--- config.mk ---
export PLATFORM = sky130hd
export DESIGN_NAME = raster_timing
export DESIGN_NICKNAME = d
export VERILOG_FILES = /design/src/rtl/raster_pkg.sv /design/src/rtl/pixel_fifo.sv /design/src/rtl/raster_timing.sv
export SDC_FILE = /design/constraint.sdc
export NUM_CORES = 1
export LEC_CHECK = 0
export ABC_AREA = 1
export BUFFER_PORTS_ARGS = -buffer_cell sky130_fd_sc_hd__buf_2
export CORE_MARGIN = 4
export CORE_UTILIZATION = 60
export CTS_CLUSTER_DIAMETER = 60
export DETAILED_ROUTE_END_ITERATION = 8
export GPL_ROUTABILITY_DRIVEN = 0
export PLACE_DENSITY = 0.87
export SLEW_MARGIN = 20
export SYNTH_ARGS = -nofsm -noshare
export SYNTH_HDL_FRONTEND = slang
export SYNTH_HIERARCHICAL = 1
export SYNTH_SLANG_ARGS = --single-unit
--- constraint.sdc ---
create_clock -name clk -period 2.35 [get_ports clk]
set_input_delay 0.47 -clock clk [delete_from_list [all_inputs] [get_ports clk]]
set_output_delay 0.47 -clock clk [all_outputs]
set_load 0.005 [all_outputs]
--- src/rtl/raster_pkg.sv ---
/*
 * Shared constants and carrier types of the 640x480 raster timing block.
 * Assumes a 200 MHz system clock with the 25 MHz pixel rate made from it
 * by an enable divider.
 */
package raster_pkg;

   // clock rates and the pixel enable divider
   localparam int CLK_FREQ_MHZ   = 32'h0000_00C8;
   localparam int PIXEL_FREQ_MHZ = 32'h0000_0019;
   localparam int PIX_DIV        = CLK_FREQ_MHZ / PIXEL_FREQ_MHZ;
   localparam logic [2:0] DIV_LAST = 3'(PIX_DIV - 1);

   // horizontal timing in pixel clocks
   localparam logic [9:0] H_VISIBLE = 10'h280;
   localparam logic [9:0] H_FRONT   = 10'h010;
   localparam logic [9:0] H_SYNC    = 10'h060;
   localparam logic [9:0] H_BACK    = 10'h030;
   localparam logic [9:0] H_TOTAL   = H_VISIBLE + H_FRONT + H_SYNC + H_BACK;
   localparam logic [9:0] H_LAST    = H_TOTAL - 10'h001;
   localparam logic [9:0] HS_START  = H_VISIBLE + H_FRONT;
   localparam logic [9:0] HS_END    = HS_START + H_SYNC;

   // vertical timing in lines
   localparam logic [9:0] V_VISIBLE = 10'h1E0;
   localparam logic [9:0] V_FRONT   = 10'h00A;
   localparam logic [9:0] V_SYNC    = 10'h002;
   localparam logic [9:0] V_BACK    = 10'h01D;
   localparam logic [9:0] V_TOTAL   = V_VISIBLE + V_FRONT + V_SYNC + V_BACK;
   localparam logic [9:0] V_LAST    = V_TOTAL - 10'h001;
   localparam logic [9:0] VS_START  = V_VISIBLE + V_FRONT;
   localparam logic [9:0] VS_END    = VS_START + V_SYNC;

   // pixel FIFO shape
   localparam int FIFO_DEPTH = 32'h0000_0010;

   typedef struct packed {
      logic red;
      logic green;
      logic blue;
   } colour_type;

   localparam colour_type BLACK = 3'h0;
   localparam int COLOUR_BITS   = $bits(colour_type);

   typedef struct packed {
      logic [9:0] row;
      logic [9:0] col;
   } addr_type;

   typedef enum logic [1:0] {
      ST_HOLD = 2'h1,
      ST_RUN  = 2'h2
   } state_type;

   typedef struct packed {
      state_type  st;
      logic [2:0] div;
      logic       pix_en;
      logic [9:0] h;
      logic [9:0] v;
      colour_type colour;
      logic       line_sync_n;
      logic       frame_sync_n;
      addr_type   addr;
      logic       frame_start;
      logic       underrun;
   } timing_state_type;

endpackage : raster_pkg

--- src/rtl/pixel_fifo.sv ---
/*
 * Synchronous FIFO of flip-flops for pixel colour words.
 * Assumes one clock domain; push and pop may happen in the same cycle.
 */
`timescale 1ns/1ps
`default_nettype none
module pixel_fifo #(
   parameter int WIDTH = 3,
   parameter int DEPTH = 16
) (
   // clock and reset
   input  wire logic             clk,
   input  wire logic             rstn,
   // filling side
   input  wire logic             in_valid,
   input  wire logic [WIDTH-1:0] in_data,
   output var  logic             in_ready,
   // draining side
   output var  logic             out_valid,
   output var  logic [WIDTH-1:0] out_data,
   input  wire logic             out_ready
);

   localparam int AW = $clog2(DEPTH);

   typedef struct packed {
      logic [DEPTH-1:0][WIDTH-1:0] mem;
      logic [AW-1:0]               rd;
      logic [AW-1:0]               wr;
      logic [AW:0]                 count;
      logic                        room;
   } fifo_state_type;

   fifo_state_type s_q;
   fifo_state_type s_d;
   logic           push;
   logic           pop;

   always_comb begin
      s_d  = s_q;
      push = in_valid && s_q.room;
      pop  = out_ready && (s_q.count != '0);
      if (push) begin
         s_d.mem[s_q.wr] = in_data;
         s_d.wr          = s_q.wr + 1'b1;
      end
      if (pop) begin
         s_d.rd = s_q.rd + 1'b1;
      end
      if (push && !pop) begin
         s_d.count = s_q.count + 1'b1;
      end else if (pop && !push) begin
         s_d.count = s_q.count - 1'b1;
      end
      s_d.room = (s_d.count != (AW+1)'(DEPTH));
   end

   always_ff @(posedge clk or negedge rstn) begin
      if (!rstn) begin
         s_q      <= '0;
         s_q.room <= 1'b1;
      end else begin
         s_q <= s_d;
      end
   end

   assign in_ready  = s_q.room;
   assign out_valid = (s_q.count != '0);
   assign out_data  = s_q.mem[s_q.rd];
endmodule : pixel_fifo
`default_nettype wire

--- src/rtl/raster_timing.sv ---
/*
 * 640x480 raster timing generator with a pixel FIFO in the colour path.
 * Assumes a 200 MHz clk; the 25 MHz pixel rate is an enable pulse from a
 * divider. Colour words arrive in raster order from a display buffer
 * reader on the same clock; fetch_addr shows the pixel now on screen.
 */
`timescale 1ns/1ps
`default_nettype none
module raster_timing (
   // clock and reset
   input  wire logic                   clk,
   input  wire logic                   rstn,
   // colour stream from the display buffer
   input  wire logic                   pixel_valid,
   input  wire raster_pkg::colour_type pixel_data,
   output var  logic                   pixel_ready,
   // monitor pins
   output var  raster_pkg::colour_type colour,
   output var  logic                   line_sync_pulse_n,
   output var  logic                   frame_sync_pulse_n,
   // raster position and status
   output var  raster_pkg::addr_type   fetch_addr,
   output var  logic                   frame_start,
   output var  logic                   underrun
);

   raster_pkg::timing_state_type s_q;
   raster_pkg::timing_state_type s_d;

   logic                   fifo_out_valid;
   raster_pkg::colour_type fifo_out_data;
   logic                   fifo_pop;
   logic                   fifo_in_ready;
   logic                   visible;
   logic                   in_line_sync;
   logic                   in_frame_sync;
   logic                   line_wrap;
   logic                   frame_step;

   // colour words wait here; the reader stalls on a full FIFO
   pixel_fifo #(
      .WIDTH (raster_pkg::COLOUR_BITS),
      .DEPTH (raster_pkg::FIFO_DEPTH)
   ) u_fifo (
      .clk       (clk),
      .rstn      (rstn),
      .in_valid  (pixel_valid),
      .in_data   (pixel_data),
      .in_ready  (fifo_in_ready),
      .out_valid (fifo_out_valid),
      .out_data  (fifo_out_data),
      .out_ready (fifo_pop)
   );

   // window decode of the current counter position
   always_comb begin
      visible       = (s_q.h < raster_pkg::H_VISIBLE)
                   && (s_q.v < raster_pkg::V_VISIBLE);
      in_line_sync  = (s_q.h >= raster_pkg::HS_START)
                   && (s_q.h < raster_pkg::HS_END);
      in_frame_sync = (s_q.v >= raster_pkg::VS_START)
                   && (s_q.v < raster_pkg::VS_END);
      line_wrap     = (s_q.h == raster_pkg::H_LAST);
      // vertical step on the onset of each line sync pulse
      frame_step    = (s_q.h == raster_pkg::HS_START);
   end

   // one pop per visible pixel, only while the pixel enable fires
   assign fifo_pop = (s_q.st == raster_pkg::ST_RUN) && s_q.pix_en
                  && visible;

   always_comb begin
      s_d             = s_q;
      s_d.frame_start = 1'b0;
      // pixel enable: one clk in PIX_DIV
      if (s_q.div == raster_pkg::DIV_LAST) begin
         s_d.div    = 3'h0;
         s_d.pix_en = 1'b1;
      end else begin
         s_d.div    = s_q.div + 3'h1;
         s_d.pix_en = 1'b0;
      end
      case (s_q.st)
         raster_pkg::ST_HOLD: begin
            // outputs stay inactive until the counters start
            s_d.colour       = raster_pkg::BLACK;
            s_d.line_sync_n  = 1'b1;
            s_d.frame_sync_n = 1'b1;
            s_d.h            = 10'h000;
            s_d.v            = 10'h000;
            if (s_q.pix_en) begin
               s_d.st = raster_pkg::ST_RUN;
            end
         end
         raster_pkg::ST_RUN: begin
            if (s_q.pix_en) begin
               // outputs show the position the counters hold now
               s_d.line_sync_n  = !in_line_sync;
               s_d.frame_sync_n = !in_frame_sync;
               s_d.addr.col     = s_q.h;
               s_d.addr.row     = s_q.v;
               s_d.frame_start  = (s_q.h == 10'h000)
                               && (s_q.v == 10'h000);
               if (visible && fifo_out_valid) begin
                  s_d.colour = fifo_out_data;
               end else begin
                  s_d.colour = raster_pkg::BLACK;
               end
               // starved in the window: show black, flag until reset
               if (visible && !fifo_out_valid) begin
                  s_d.underrun = 1'b1;
               end
               if (line_wrap) begin
                  s_d.h = 10'h000;
               end else begin
                  s_d.h = s_q.h + 10'h001;
               end
               if (frame_step) begin
                  if (s_q.v == raster_pkg::V_LAST) begin
                     s_d.v = 10'h000;
                  end else begin
                     s_d.v = s_q.v + 10'h001;
                  end
               end
            end
         end
         default: begin
            s_d.st = raster_pkg::ST_HOLD;
         end
      endcase
   end

   always_ff @(posedge clk or negedge rstn) begin
      if (!rstn) begin
         s_q              <= '0;
         s_q.st           <= raster_pkg::ST_HOLD;
         s_q.line_sync_n  <= 1'b1;
         s_q.frame_sync_n <= 1'b1;
      end else begin
         s_q <= s_d;
      end
   end

   // ready register lives in the FIFO
   assign pixel_ready        = fifo_in_ready;
   assign colour             = s_q.colour;
   assign line_sync_pulse_n  = s_q.line_sync_n;
   assign frame_sync_pulse_n = s_q.frame_sync_n;
   assign fetch_addr         = s_q.addr;
   assign frame_start        = s_q.frame_start;
   assign underrun           = s_q.underrun;
endmodule : raster_timing
`default_nettype wire

=== After elaboration in Yosys (flattened, before gate mapping) ===
Index checks and enable logic that the tools add are counted.

* Flip-flop bits (word level): 115
* Bits of input ports: 6
* Output and inout port bits: 28

* Add/sub/neg operators: 7
* Magnitude comparators: 9
* Equality and inequality tests: 10
* Muxes and demuxes: 18
* Bitwise operators: 1
* Reductions and logical operators: 27

{| class="wikitable"
|+ Operator list
! kind !! count
|-
| $pmux W25 S2 || 1
|-
| $bwmux W48 || 1
|-
| $mux W47 || 1
|-
| $eq A10 B10 Y1 const B || 3
|-
| $mux W10 || 3
|-
| $add A10 B1 Y10 const B || 2
|-
| $logic_not A10 Y1 || 2
|-
| $lt A10 B10 Y1 const B || 2
|-
| $lt A10 B9 Y1 const B || 2
|-
| $logic_and A1 B1 Y1 || 13
|-
| $bmux W3 S4 || 1
|-
| $demux W3 S4 || 1
|-
| $ge A10 B10 Y1 const B || 1
|-
| $ge A10 B9 Y1 const B || 1
|-
| $lt A4 B5 Y1 const B || 2
|-
| $mux W5 || 2
|-
| $mux W3 || 3
|-
| $add A4 B1 Y4 const B || 2
|-
| $ne A2 B2 Y1 const B || 3
|-
| $reduce_and A2 Y1 || 3
|-
| $reduce_and A3 Y1 || 2
|-
| $add A5 B1 Y5 const B || 1
|-
| $logic_not A1 Y1 || 5
|-
| $ne A5 B5 Y1 const B || 1
|-
| 13 further kinds || 14
|}

=== Depth between registers and ports, before layout ===
* Depth after elaboration: 8
* Mapped depth: 12
* Depth with buffers taken out: 12

=== Hierarchy ===
Netlist, hierarchy kept.

{| class="wikitable"
|+ By module, submodules not included
! module !! instances !! cells each !! area each (sq um)
|-
| pixel_fifo || 1 || 368 || 3042.9
|-
| raster_timing || 1 || 316 || 2725.1
|}

=== Least setup slack after synthesis ===
OpenSTA, ideal clock, no wires.

* Path type: register -> register
* Start point: register s_q[51] (netlist name)
* End point: register u_fifo.s_q, in the netlist u_fifo/in_ready
* Arrival: 1.596 ns
* Setup slack: 0.671 ns
* Cell stages (with the launch flop): 13
* Buffers on the path: 0
* Period minus slack after synthesis: 1.679 ns
* Path through: dfstp_2 > inv_1 > nand2_1 > nor2_8 > inv_4 > nor3_4 > nand3_1 > nand2_1 > nand2_1 > nand2_1 > nand2_1 > nor2_1 > nand3_1

{| class="wikitable"
|+ RTL lines
! element !! line !! text
|-
| end, declared || pixel_fifo.sv:34 || <nowiki>fifo_state_type s_q;</nowiki>
|}

==> flow_summary.ini <==
[min_path]
min_path_type = in -> async

[power_and_ir_drop]
p_clk_share_pct = 37.0
combPwrFrac_pct = 24.2
power.leakage_nw = 3.11
p_sw_share_pct = 33.5
switching_power_w = 0.00250
power_frac_seq_pct = 38.8
p_int_w = 0.00498
peakVddDrop_v = 0.000976
pwr_density_cell_nw_per_um2 = 1150

[synth]
synth_flop_cell = dfrtp_1
synthArstFlopShare_pct = 100
synth_cell_types = 39
synth_edf_count = 0
syn_inst = 684
synth_area_leader_cell = dfrtp_1
synth_fp_nets = 703
netlist_area_um2 = 5770
netlist.area_leader.share_pct = 48.2
synth.most_common_cell = nand2_1
synth_area_leaders = dfrtp_1 48%, nand2_1 9.9%, o21ai_0 8.2%
synth_seq_cells = 115
seq_area_frac_synth_pct = 50.0
synth_common_cells = 152 x nand2_1, 111 x dfrtp_1, 94 x o21ai_0, 69 x nor2_1, 53 x inv_1
postSynthAreaPerCell_um2 = 8.43
yosys_warnings = 6

[route]
route.detailed.drc = 0
via_per_inst = 5.89
avgRoutedWirePerCell_um = 16.0
firstDrtPassIters = 6
drt_iter0_drc = 538
antenna_left = 0
totalWireLength_mm = 13.4
vias = 4932

[cts]
clock_latency_ns = 0.53
clockRootBuffer = clkbuf_8
clk_pin_slew_ns = 0.06
cts_tree = done
clockBufferDepth = 2
clock_sinks = 115
cts_resized = 0
cts_buffers = 17
ctsHtreeMaxLevel = 4

[setup_path]
crit_slowest_cell = nor3_4
max_stage_delay_ns = 0.45
worst_ep_arrival_time_ns = 2.56
worst_setup_path_start_kind = register
rrSetupSlack_ns = 0.24
worst-setup-path-type = reg -> reg
crit_chain = inv_1 > nand2_1 > nor2_8 > inv_4 > nor3_4 > nand3_1 > nand2_1 > nand2_1 > nand2_1 > nand2_1 > nor2_1 > nand3_1
worstPathMaxFanout = 12
startpoint = s_q[51]$_DFFE_PN1P_
r2r-end = u_fifo/in_ready$_DFF_PN1_
cp_common_cell = nand2_1
rr_worst_depth = 12
end_kind = register
timing.rr.start = s_q[51]$_DFFE_PN1P_
required_ns = 2.80
crit_buf_inv = 2
critPathCapture = u_fifo/in_ready$_DFF_PN1_
worst-path-stages = 12
critPathTopFamily = simple AND/OR/NAND/NOR gates

[outcome]
status = finished clean

[grt]
grt_pass1_vias = 4831
grt_usage_pct = 25.2
grt-ovfl-total = 0
grt_antenna_before_repair = 0
grt_pass1_wl_mm = 22.7
grt_max_degree = 47

[final_layout]
final_util_pct = 70.0
drive_gt1_share_pct = 14.2
seq_area_um2 = 2880
fin_nets = 715
antennaDiodeCount = 0
fillers = 677
area_growth_pct = 12.7
multi_input_area_um2 = 2350

[die]
dieArea_um2 = 11200
start_util_pct = 62.1
io_pins = 34
row_count = 35
core_um2 = 9280
die_w_um = 106
die_y_um = 106

[sta]
post-route-min-period_ns = 2.11
slew_violations = 0
setup_violations = 0
rsz0062_at_grt = false
fin_tns_setup_ns = 0
fmax_mhz = 473
worst_slew_pin_slew_ns = 0.577
min_period_over_period_pct = 89.9
relSlewSlack_pct = 61.5
skew_ns = 0.00848
finalHoldViolCount = 0

[placement]
dp_hpwl_mm = 8.42
io_buffers = 33

[job]
timing.max_cap.violations = 0
[stage by stage]
stage          instances  hold slack [ns]  setup slack, ns  power, W  cell area, um2
2_1_floorplan        684            0.174            0.671   0.00412            5770
3_3_place_gp         805            0.413            0.428   0.00450            5850
3_5_place_dp         805            0.442            0.342   0.00461            5850
4_1_cts              838            0.453            0.274   0.00747            6500
5_1_grt              838            0.474           0.0812   0.00788            6500
6_report             838            0.446            0.236   0.00748            6500
[kinds of logic after synthesis]
logic type                 share of synthesized area (%)
DFF                                                 50.0
xor gates and xnor gates                            1.97
and+or+nand+nor                                     22.8
AOI/OAI and AO/OA                                   13.1
buffers and inverters                               9.35
adders and majority gates                           2.82
[routing by layer]
layer,part of all wire (%),GRT usage [%]
met4,2.9,11.8
met2,51,44.2
met5,0,0
met1,39,30.1
met3,7.2,4.37
[timing repair]
action / CTS / global route
buffers inserted: 0 / 0
hold endpoints to repair: 35 / 0
hold buffers: 1 / 0
[power groups by stage]
stage / sequential (W) / clock [W] / combinational [W]
after floorplan: 0.00275 / 0 / 0.00137
after global placement: 0.00287 / 0 / 0.00163
after detailed placement: 0.00290 / 0 / 0.00172
after CTS: 0.00288 / 0.00280 / 0.00179
after global routing: 0.00295 / 0.00289 / 0.00204
final: 0.00290 / 0.00277 / 0.00181
[state kept, by name, indices dropped and copies added (netlist names)]
name	cells
u_fifo/in_ready	1
colour	3
u_fifo/s_q	61
line_sync_pulse_n	1
underrun	1
fetch_addr	20
frame_sync_pulse_n	1
frame_start	1
s_q	26
[layout make-up]
| class | count | area share, % |
|---|---|---|
| tap | 129 | 2.48 |
| clock buffer | 19 | 6.64 |
| timing repair buffer | 39 | 3.70 |
| clock inverter | 13 | 3.19 |
| multi-input combinational | 462 | 36.1 |
| sequential | 115 | 44.3 |
| inverter | 61 | 3.56 |
[layout by cell type (no fill, tap or decap), types with 4 or more instances in the layout]
cell type | synthesis | routed
nand2_1 | 152 | 152
dfrtp_1 | 111 | 111
o21ai_0 | 94 | 94
nor2_1 | 69 | 69
inv_1 | 53 | 53
nand3_1 | 39 | 39
buf_2 | 8 | 32
o21ai_1 | 16 | 16
clkbuf_16 | 0 | 16
ha_1 | 13 | 13
nand4_1 | 12 | 12
xor2_1 | 12 | 12
o211ai_1 | 12 | 12
inv_2 | 6 | 6
o22ai_1 | 6 | 6
a21oi_1 | 6 | 6
bufinv_16 | 0 | 5
nand2_2 | 4 | 4
clkinvlp_4 | 0 | 4
dfstp_2 | 4 | 4
buf_4 | 25 | 4
[worst min-delay path by stage]
stage / start / to / slack [ns] / depth (start not counted)
after global routing: s_q[48]$_DFF_PN0_ / s_q[48]$_DFF_PN0_ / 0.47 / 1
final: rstn / fetch_addr[15]$_DFFE_PN0P_ / 0.45 / 2
after CTS: rstn / fetch_addr[15]$_DFFE_PN0P_ / 0.45 / 2
after detailed placement: s_q[48]$_DFF_PN0_ / s_q[48]$_DFF_PN0_ / 0.44 / 1
after global placement: s_q[48]$_DFF_PN0_ / s_q[48]$_DFF_PN0_ / 0.41 / 1
after floorplan: rstn / colour[0]$_DFFE_PN0P_ / 0.17 / 0
[worst reg2reg max path: stages (launching register included)]
cell and delay, ns:
dfstp_2 0.36, inv_1 0.05, nand2_1 0.13, nor2_8 0.24, inv_4 0.06, nor3_4 0.45
nand3_1 0.27, nand2_1 0.12, nand2_1 0.08, nand2_1 0.06, nand2_1 0.06, nor2_1 0.09
nand3_1 0.08
No activity file was read; power rests on OpenSTA's default activity.
